## config.mk

```make
export PLATFORM = sky130hd
export DESIGN_NAME = lgp_pin_ctrl
export DESIGN_NICKNAME = d
export VERILOG_FILES = /design/src/logic/lgp_pkg.sv /design/src/logic/lgp_pin_ctrl.sv /design/src/logic/lgp_sync.sv
export SDC_FILE = /design/constraint.sdc
export NUM_CORES = 1
export LEC_CHECK = 0
export BUFFER_PORTS_ARGS = -buffer_cell sky130_fd_sc_hd__buf_4
export CAP_MARGIN = 10
export CORE_MARGIN = 2
export CORE_UTILIZATION = 25
export CTS_BUF_LIST = sky130_fd_sc_hd__clkbuf_16
export DETAILED_ROUTE_END_ITERATION = 12
export PLACE_DENSITY = 0.44
export REMOVE_ABC_BUFFERS = 1
export SYNTH_ARGS = -nofsm -noshare
export SYNTH_HDL_FRONTEND = slang
export SYNTH_HIERARCHICAL = 1
export SYNTH_SLANG_ARGS = --single-unit
```

## constraint.sdc

```tcl
create_clock -name i_ref_clk -period 2.2 [get_ports i_ref_clk]
set_clock_uncertainty 0.15 [all_clocks]
set_input_delay 0.11 -clock i_ref_clk [delete_from_list [all_inputs] [get_ports i_ref_clk]]
set_output_delay 0.11 -clock i_ref_clk [all_outputs]
set_load 0.01 [all_outputs]
```

## src/logic/lgp_pkg.sv

```systemverilog
// register map, reset values and field sizes of the led / gpio pin block
// assumes one 25 MHz clock; the register port is a plain byte access port
package lgp_pkg;

	// ----------------------------------------
	// sizes
	// ----------------------------------------
	localparam int LGP_SHARED_PINS = 8;
	localparam int LGP_LAMP_ONLY = 3;
	localparam int LGP_LAMPS = 11;
	localparam int LGP_SYNC_STAGES = 2;

	// ----------------------------------------
	// register offsets
	// ----------------------------------------
	localparam logic [7:0] LGP_ADDR_DIR = 8'h70;
	localparam logic [7:0] LGP_ADDR_OTYPE = 8'h71;
	localparam logic [7:0] LGP_ADDR_LEVEL = 8'h72;
	localparam logic [7:0] LGP_ADDR_ACT_LO = 8'h73;
	localparam logic [7:0] LGP_ADDR_ACT_HI = 8'h74;

	// ----------------------------------------
	// reset values and field positions
	// ----------------------------------------
	localparam logic [7:0] LGP_RST_BYTE = 8'h00;
	localparam logic [2:0] LGP_RST_HI = 3'h0;
	localparam logic [7:0] LGP_RDATA_IDLE = 8'h00;
	localparam int LGP_LAMP8_IDX = 7;
	localparam int LGP_LAMP9_IDX = 8;
	localparam int LGP_LAMP10_IDX = 9;
	localparam int LGP_LAMP11_IDX = 10;

endpackage

```

## src/logic/lgp_pin_ctrl.sv

```systemverilog
// direction, output type, input level and actuate control of the led / gpio pins
// assumes a byte register port driven by the host serial engine, one access per cycle
`timescale 1ns/100ps
module lgp_pin_ctrl
	import lgp_pkg::*;
#(
	parameter int PINS = LGP_SHARED_PINS
) (
	input wire logic i_ref_clk,
	input wire logic i_resetn,
	input wire logic [7:0] i_reg_addr,
	input wire logic i_reg_wr,
	input wire logic i_reg_rd,
	input wire logic [7:0] i_reg_wdata,
	output logic [7:0] o_reg_rdata,
	input wire logic [LGP_LAMPS-1:0] i_lamp_invert_sel,
	input wire logic [LGP_LAMPS-1:0] i_link_en,
	input wire logic [LGP_LAMPS-1:0] i_sensor_active,
	input wire logic [PINS-1:0] i_change_int_en,
	input wire logic [PINS-1:0] i_change_flag_clr,
	input wire logic [PINS-1:0] i_pin_level,
	output logic [PINS-1:0] o_pin_out,
	output logic [PINS-1:0] o_pin_oe_n,
	output logic [LGP_LAMP_ONLY-1:0] o_lamp_out,
	output logic [LGP_LAMP_ONLY-1:0] o_lamp_oe_n,
	output logic [PINS-1:0] o_pin_change_flag,
	output logic o_int
);

	// ----------------------------------------
	// state
	// ----------------------------------------
	typedef struct packed {
		logic [PINS-1:0] pin_dir_bit;
		logic [PINS-1:0] pin_drive_type_bit;
		logic [PINS-1:0] pin_level_bit;
		logic [PINS-1:0] act_lo;
		logic [LGP_LAMP_ONLY-1:0] act_hi;
		logic [PINS-1:0] pin_change_flag;
		logic irq;
		logic [PINS-1:0] pin_out;
		logic [PINS-1:0] pin_oe_n;
		logic [LGP_LAMP_ONLY-1:0] lamp_out;
		logic [LGP_LAMP_ONLY-1:0] lamp_oe_n;
		logic [7:0] rdata;
		logic [LGP_SYNC_STAGES:0] sync_warm;
	} lgp_state_type;

	lgp_state_type s_ff;
	lgp_state_type nxt_s;
	logic [PINS-1:0] lvl_sync;
	logic [PINS-1:0] chg;
	logic [LGP_LAMPS-1:0] link_eff;
	logic [LGP_LAMPS-1:0] lamp_actuate_bit;
	logic [LGP_LAMPS-1:0] lamp_level;

	// ----------------------------------------
	// helpers
	// ----------------------------------------
	function automatic logic hit(input logic [7:0] a, input logic [7:0] base);
		hit = (a == base);
	endfunction

	// ----------------------------------------
	// pin level synchroniser
	// ----------------------------------------
	lgp_sync #(
		.WIDTH(PINS)
	) u_sync (
		.i_ref_clk(i_ref_clk),
		.i_resetn(i_resetn),
		.i_async(i_pin_level),
		.o_sync(lvl_sync)
	);

	// ----------------------------------------
	// actuation and pin level
	// ----------------------------------------
	always_comb begin
		link_eff = i_link_en;
		link_eff[LGP_LAMP8_IDX] = 1'b0;
		link_eff[LGP_LAMP11_IDX] = 1'b0;
		// group link on lamp 10 drags lamp 9 along
		link_eff[LGP_LAMP9_IDX] = i_link_en[LGP_LAMP9_IDX] | i_link_en[LGP_LAMP10_IDX];
		// a linked touch counts the same as a set actuate bit
		lamp_actuate_bit = {s_ff.act_hi, s_ff.act_lo} | (link_eff & i_sensor_active);
		// actuated level is the polarity bit, idle level its inverse
		lamp_level = ~(lamp_actuate_bit ^ i_lamp_invert_sel);
	end

	// blind until the level register holds a real pin value, else reset looks like an edge
	assign chg = (lvl_sync ^ s_ff.pin_level_bit) & ~s_ff.pin_dir_bit
		& {PINS{s_ff.sync_warm[LGP_SYNC_STAGES]}};

	// ----------------------------------------
	// next state
	// ----------------------------------------
	always_comb begin
		nxt_s = s_ff;
		if (i_reg_wr) begin
			if (hit(i_reg_addr, LGP_ADDR_DIR)) begin
				nxt_s.pin_dir_bit = i_reg_wdata[PINS-1:0];
			end
			if (hit(i_reg_addr, LGP_ADDR_OTYPE)) begin
				nxt_s.pin_drive_type_bit = i_reg_wdata[PINS-1:0];
			end
			if (hit(i_reg_addr, LGP_ADDR_ACT_LO)) begin
				nxt_s.act_lo = i_reg_wdata[PINS-1:0];
			end
			if (hit(i_reg_addr, LGP_ADDR_ACT_HI)) begin
				nxt_s.act_hi = i_reg_wdata[LGP_LAMP_ONLY-1:0];
			end
		end
		// input register follows the pin even when it is driven
		nxt_s.pin_level_bit = lvl_sync;
		// fills with ones as the synchroniser and level register load after reset
		nxt_s.sync_warm = {s_ff.sync_warm[LGP_SYNC_STAGES-1:0], 1'b1};
		// set beats a clear in the same cycle
		nxt_s.pin_change_flag = (s_ff.pin_change_flag & ~i_change_flag_clr) | chg;
		nxt_s.irq = |(nxt_s.pin_change_flag & i_change_int_en);
		for (int i = 0; i < PINS; i++) begin
			if (!s_ff.pin_dir_bit[i]) begin
				// input pins never drive, type ignored
				nxt_s.pin_out[i] = 1'b0;
				nxt_s.pin_oe_n[i] = 1'b1;
			end else if (s_ff.pin_drive_type_bit[i]) begin
				nxt_s.pin_out[i] = lamp_level[i];
				nxt_s.pin_oe_n[i] = 1'b0;
			end else begin
				// open-drain: only a low is driven
				nxt_s.pin_out[i] = 1'b0;
				nxt_s.pin_oe_n[i] = lamp_level[i];
			end
		end
		// led-only outputs are low-side sinks, hence open-drain
		for (int j = 0; j < LGP_LAMP_ONLY; j++) begin
			nxt_s.lamp_out[j] = 1'b0;
			nxt_s.lamp_oe_n[j] = lamp_level[PINS+j];
		end
		nxt_s.rdata = LGP_RDATA_IDLE;
		if (i_reg_rd) begin
			case (i_reg_addr)
				LGP_ADDR_DIR: begin
					nxt_s.rdata = s_ff.pin_dir_bit;
				end
				LGP_ADDR_OTYPE: begin
					nxt_s.rdata = s_ff.pin_drive_type_bit;
				end
				LGP_ADDR_LEVEL: begin
					nxt_s.rdata = s_ff.pin_level_bit;
				end
				LGP_ADDR_ACT_LO: begin
					nxt_s.rdata = s_ff.act_lo;
				end
				LGP_ADDR_ACT_HI: begin
					nxt_s.rdata = {5'h00, s_ff.act_hi};
				end
				default: begin
					nxt_s.rdata = LGP_RDATA_IDLE;
				end
			endcase
		end
	end

	// ----------------------------------------
	// state register
	// ----------------------------------------
	always_ff @(posedge i_ref_clk or negedge i_resetn) begin
		if (!i_resetn) begin
			s_ff.pin_dir_bit <= LGP_RST_BYTE;
			s_ff.pin_drive_type_bit <= LGP_RST_BYTE;
			s_ff.pin_level_bit <= LGP_RST_BYTE;
			s_ff.act_lo <= LGP_RST_BYTE;
			s_ff.act_hi <= LGP_RST_HI;
			s_ff.pin_change_flag <= '0;
			s_ff.irq <= 1'b0;
			s_ff.pin_out <= '0;
			s_ff.pin_oe_n <= '1;
			s_ff.lamp_out <= '0;
			s_ff.lamp_oe_n <= '1;
			s_ff.rdata <= LGP_RDATA_IDLE;
			s_ff.sync_warm <= '0;
		end else begin
			s_ff <= nxt_s;
		end
	end

	assign o_reg_rdata = s_ff.rdata;
	assign o_pin_out = s_ff.pin_out;
	assign o_pin_oe_n = s_ff.pin_oe_n;
	assign o_lamp_out = s_ff.lamp_out;
	assign o_lamp_oe_n = s_ff.lamp_oe_n;
	assign o_pin_change_flag = s_ff.pin_change_flag;
	assign o_int = s_ff.irq;
endmodule

```

## src/logic/lgp_sync.sv

```systemverilog
// two-stage level synchroniser for a bus of pin levels
// assumes the pins are asynchronous to i_ref_clk; bits are synced independently
`timescale 1ns/100ps
module lgp_sync #(
	parameter int WIDTH = 8
) (
	input wire logic i_ref_clk,
	input wire logic i_resetn,
	input wire logic [WIDTH-1:0] i_async,
	output logic [WIDTH-1:0] o_sync
);

	logic [WIDTH-1:0] meta_ff;
	logic [WIDTH-1:0] sync_ff;

	// ----------------------------------------
	// stages
	// ----------------------------------------
	// first stage is read only by the second
	always_ff @(posedge i_ref_clk or negedge i_resetn) begin
		if (!i_resetn) begin
			meta_ff <= '0;
			sync_ff <= '0;
		end else begin
			meta_ff <= i_async;
			sync_ff <= meta_ff;
		end
	end

	assign o_sync = sync_ff;

endmodule
```

==> flow_metrics.py <==
metrics = {
    "status": {
        "run_status": "completed",
    },
    "worst_setup_path": {
        "reg2reg_from": "s_ff[48]",
        "cp_slowest_stage_delay_ns": 0.58,
        "rr_worst_depth": 5,
        "end_kind": "register",
        "critical_path.max_fanout": 2,
        "cpMaxStageDelayCell": "sky130_fd_sc_hd__dlygate4sd3_1",
        "timing.critical_path.max_delay_family": "buffers and inverters",
        "criticalPathCategory": "input port to register",
        "reg2reg_setup_slack_ns": 0.11,
        "reg2reg_to": "o_pin_out[3]",
        "worst-endpoint-arrival_ns": 2.22,
        "path_cells": "dlygate4sd3_1 -> buf_4 -> a21oi_1 -> dlygate4sd3_1 -> xnor2_1 -> dlygate4sd3_1 -> nor2_1",
        "critical_path_buf_inv_count": 4,
        "worstPathRequired_ns": 2.29,
        "startpoint_type": "input port",
        "critical_path.most_common_cell": "sky130_fd_sc_hd__dlygate4sd3_1",
    },
    "placed_design": {
        "dpl.hpwl_um": 6880,
        "global_placement_routability_congestion": 0.733,
        "port_buffers": 108,
    },
    "floorplan": {
        "die_width_um": 128,
        "die_height_um": 128,
        "ioPinCount": 116,
        "initial_utilization_pct": 25.6,
        "floorplan.rows": 45,
        "design.die.area_sq_um": 16500,
        "coreArea_sq_um": 15100,
    },
    "grt": {
        "grt_first_pass_wirelength_um": 14900,
        "grt_pass1_vias": 2696,
        "grt_remaining_overflow": 0,
        "grt_max_degree": 46,
        "antenna_violations_before_repair": 0,
        "gr-usage-all-layers_pct": 12.2,
    },
    "power": {
        "comb_power_share_pct": 12.8,
        "power_density_nw_per_um2": 676,
        "power_frac_seq_pct": 49.0,
        "power.ir.vdd_worst_mv": 0.360,
        "clock_power_share_pct": 38.2,
        "net_switching_component_of_the_power_w": 0.000892,
        "power.share.switching_pct": 24.3,
        "cellLeakagePower_nw": 2.55,
        "power.internal_w": 0.00278,
    },
    "clock_network": {
        "insertion_delay_ns": 0.34,
        "cts_root_buffer": "sky130_fd_sc_hd__clkbuf_16",
        "clock_sink_count": 90,
        "cts_buffers": 9,
        "clk_pin_slew_ns": 0.06,
        "cts_tree": "yes",
        "post_cts_resized": 0,
        "htree_levels": 3,
        "cts_buffer_depth": 2,
    },
    "logic_synthesis": {
        "synth.yosys.warnings": 6,
        "dominant_combinational_cell_family_by_area_after_synthesis": "multiplexers",
        "avgSynthCellArea_sq_um": 12.9,
        "synthDominantCellAreaShare_pct": 51.1,
        "synth-xor-area-share_pct": 4.30,
        "muxShareOfSynthArea_pct": 12.5,
        "post_synth_fa_ha_maj_area_fraction_pct": 0,
        "synth.ff_latch_count": 90,
        "synthTopCellsByArea": "sky130_fd_sc_hd__dfrtp_1 51%, sky130_fd_sc_hd__mux2_2 9.6%, sky130_fd_sc_hd__buf_4 7.6%",
        "synth-edff-count": 0,
        "fraction_of_the_mapped_netlist_area_in_simple_logic_gates_pct": 9.73,
        "synthesis.area_sq_um": 3870,
        "postSynth.topFlopCell": "sky130_fd_sc_hd__dfrtp_1",
        "synth_most_common_cell": "sky130_fd_sc_hd__dfrtp_1",
        "async_sr_flop_fraction_pct": 100,
        "seq_area_frac_synth_pct": 58.5,
        "netlist_instances": 301,
        "netlist-cell-type-count": 32,
        "yosys.area.top_type": "sky130_fd_sc_hd__dfrtp_1",
        "synth_compound_gate_area_share_pct": 5.27,
        "yosys-top-cells-count": "79 x sky130_fd_sc_hd__dfrtp_1, 39 x sky130_fd_sc_hd__buf_4, 33 x sky130_fd_sc_hd__mux2_2, 17 x sky130_fd_sc_hd__o21ai_0, 15 x sky130_fd_sc_hd__nand3b_1",
    },
    "detailed_routing": {
        "post-route-drc-count": 0,
        "routed_wl_um": 9630,
        "ant_nets": 0,
        "dr.first_iter.drc_count": 78,
        "vias": 2617,
        "detail_route.first_pass.iterations": 4,
        "via_per_inst": 4.17,
        "wirelength_per_cell_um": 15.4,
    },
    "finish": {
        "area_delta_synth_final_pct": 40.5,
        "final_nets": 511,
        "ant_cells": 0,
        "nFillCells": 1501,
        "fin_util_pct": 35.9,
        "post_route_cells_drive_above_1_share_pct": 41.5,
    },
    "sta": {
        "tightest_pin_transition_ns": 0.600,
        "hold_violations": 0,
        "setup-tns-final_ns": 0,
        "crit_share_post_route_pct": 96.8,
        "slew_headroom_pct": 60.0,
        "unrepaired_setup_endpoints_after_global_routing": "false",
        "timing.final.crit_period_ns": 2.13,
        "finalSetupViolations": 0,
        "timing.fmax_mhz": 469,
        "slew_violations": 0,
    },
    "worst_hold_path": {
        "hold_path_class": "input port to register",
        "hp-start": "i_link_en[1]",
        "timing.hold.worst_endpoint": "o_pin_oe_n[1]",
        "hold-path-cell-count": 4,
    },
    "job": {
        "max-cap-violations": 0,
    },
}
## repair_timing
item                      CTS  global route
hold buffers               48             0
hold endpoints to repair  106             0
buffers inserted            0             0
## layout make-up
| type | instances | area [sq um] | share of cell area (%) |
|---|---|---|---|
| clock inverters | 7 | 46.3 | 0.851 |
| multi-input cells | 157 | 1250 | 22.9 |
| well taps | 188 | 235 | 4.32 |
| flip-flops and latches | 90 | 2270 | 41.7 |
| inverters | 12 | 45.0 | 0.828 |
| repair buffers | 164 | 1380 | 25.3 |
| clock buffers | 9 | 225 | 4.14 |
## worst min-delay path, stage by stage
cell	delay [ns]
sky130_fd_sc_hd__buf_4	0.08
sky130_fd_sc_hd__a21oi_1	0.07
sky130_fd_sc_hd__xnor2_1	0.16
sky130_fd_sc_hd__o21ai_0	0.07
## state kept, by name (all words and copies together), names as in the netlist, 3 cells and up
signal and flops:
s_ff 36, o_pin_change_flag 8, o_pin_oe_n 8, o_pin_out 8, o_reg_rdata 8, u_sync/meta_ff 8, u_sync/o_sync 8, o_lamp_oe_n 3
## cell usage in the layout (no fill, tap or decap), types with 2 or more instances in the layout
| master | n |
|---|---|
| sky130_fd_sc_hd__a21oi_1 | 11 |
| sky130_fd_sc_hd__a22oi_1 | 5 |
| sky130_fd_sc_hd__and3_1 | 6 |
| sky130_fd_sc_hd__and3b_1 | 4 |
| sky130_fd_sc_hd__and4_1 | 3 |
| sky130_fd_sc_hd__buf_12 | 2 |
| sky130_fd_sc_hd__buf_4 | 114 |
| sky130_fd_sc_hd__clkbuf_16 | 9 |
| sky130_fd_sc_hd__clkinv_2 | 2 |
| sky130_fd_sc_hd__clkinv_4 | 2 |
| sky130_fd_sc_hd__clkinvlp_4 | 2 |
| sky130_fd_sc_hd__conb_1 | 4 |
| sky130_fd_sc_hd__dfrtp_1 | 79 |
| sky130_fd_sc_hd__dfstp_2 | 11 |
| sky130_fd_sc_hd__dlygate4sd3_1 | 48 |
| sky130_fd_sc_hd__inv_1 | 12 |
| sky130_fd_sc_hd__mux2_2 | 33 |
| sky130_fd_sc_hd__mux4_2 | 5 |
| sky130_fd_sc_hd__nand2_1 | 9 |
| sky130_fd_sc_hd__nand2b_1 | 3 |
| sky130_fd_sc_hd__nand3_1 | 4 |
| sky130_fd_sc_hd__nand3b_1 | 15 |
| sky130_fd_sc_hd__nor2_1 | 8 |
| sky130_fd_sc_hd__nor2b_1 | 2 |
| sky130_fd_sc_hd__o21ai_0 | 17 |
| sky130_fd_sc_hd__o221ai_1 | 2 |
| sky130_fd_sc_hd__xnor2_1 | 10 |
| sky130_fd_sc_hd__xor2_1 | 9 |
## stage by stage
step / hold WS (ns) / instance area [sq um] / setup slack [ns] / cells / total power, W
6_report: 0.00842 / 5440 / 0.0695 / 627 / 0.00367
5_1_grt: 0.0276 / 5440 / 0.0320 / 627 / 0.00385
3_3_place_gp: 0.0115 / 4690 / 0.350 / 563 / 0.00223
2_1_floorplan: -0.336 / 3560 / 0.412 / 259 / 0.00197
3_5_place_dp: 0.0183 / 4690 / 0.339 / 563 / 0.00223
4_1_cts: 0.0000140 / 5440 / 0.113 / 627 / 0.00374
## layer usage
metal,share of wire (%),global-route usage [%],vias up
met5,0,0,-
met4,1.6,5.43,0
met3,4.5,2.79,9
met2,50,20.6,64
met1,44,15.1,1274
li1,-,-,1270
## worst max-delay path by stage
stage               cells past startpoint               start            to
CTS                                     7  i_sensor_active[3]  o_pin_out[3]
global placement                        4             s_ff[2]         o_int
floorplan                               4       i_reg_addr[7]      s_ff[61]
detailed placement                      6       i_reg_addr[7]      s_ff[76]
finish                                  7  i_sensor_active[3]  o_pin_out[3]
global route                            7  i_sensor_active[3]  o_pin_out[3]
## power by group through the flow
| stage | Clock, W | Combinational [W] | Sequential [W] |
|---|---|---|---|
| floorplan | 0 | 0.000139 | 0.00183 |
| global placement | 0 | 0.000397 | 0.00183 |
| detailed placement | 0 | 0.000401 | 0.00183 |
| CTS | 0.00146 | 0.000479 | 0.00180 |
| global route | 0.00152 | 0.000520 | 0.00181 |
| finish | 0.00141 | 0.000469 | 0.00180 |
## cell families (layout without fill, tap and decap cells)
kind of cell    Yosys count  count (layout)
compound gates           36              36
xor+xnor                 19              19
buf+inv                  56             192
flops                    90              90
mux                      38              38
other cells               2               4
simple gates             60              60
(Power assumes the default switching activity.)
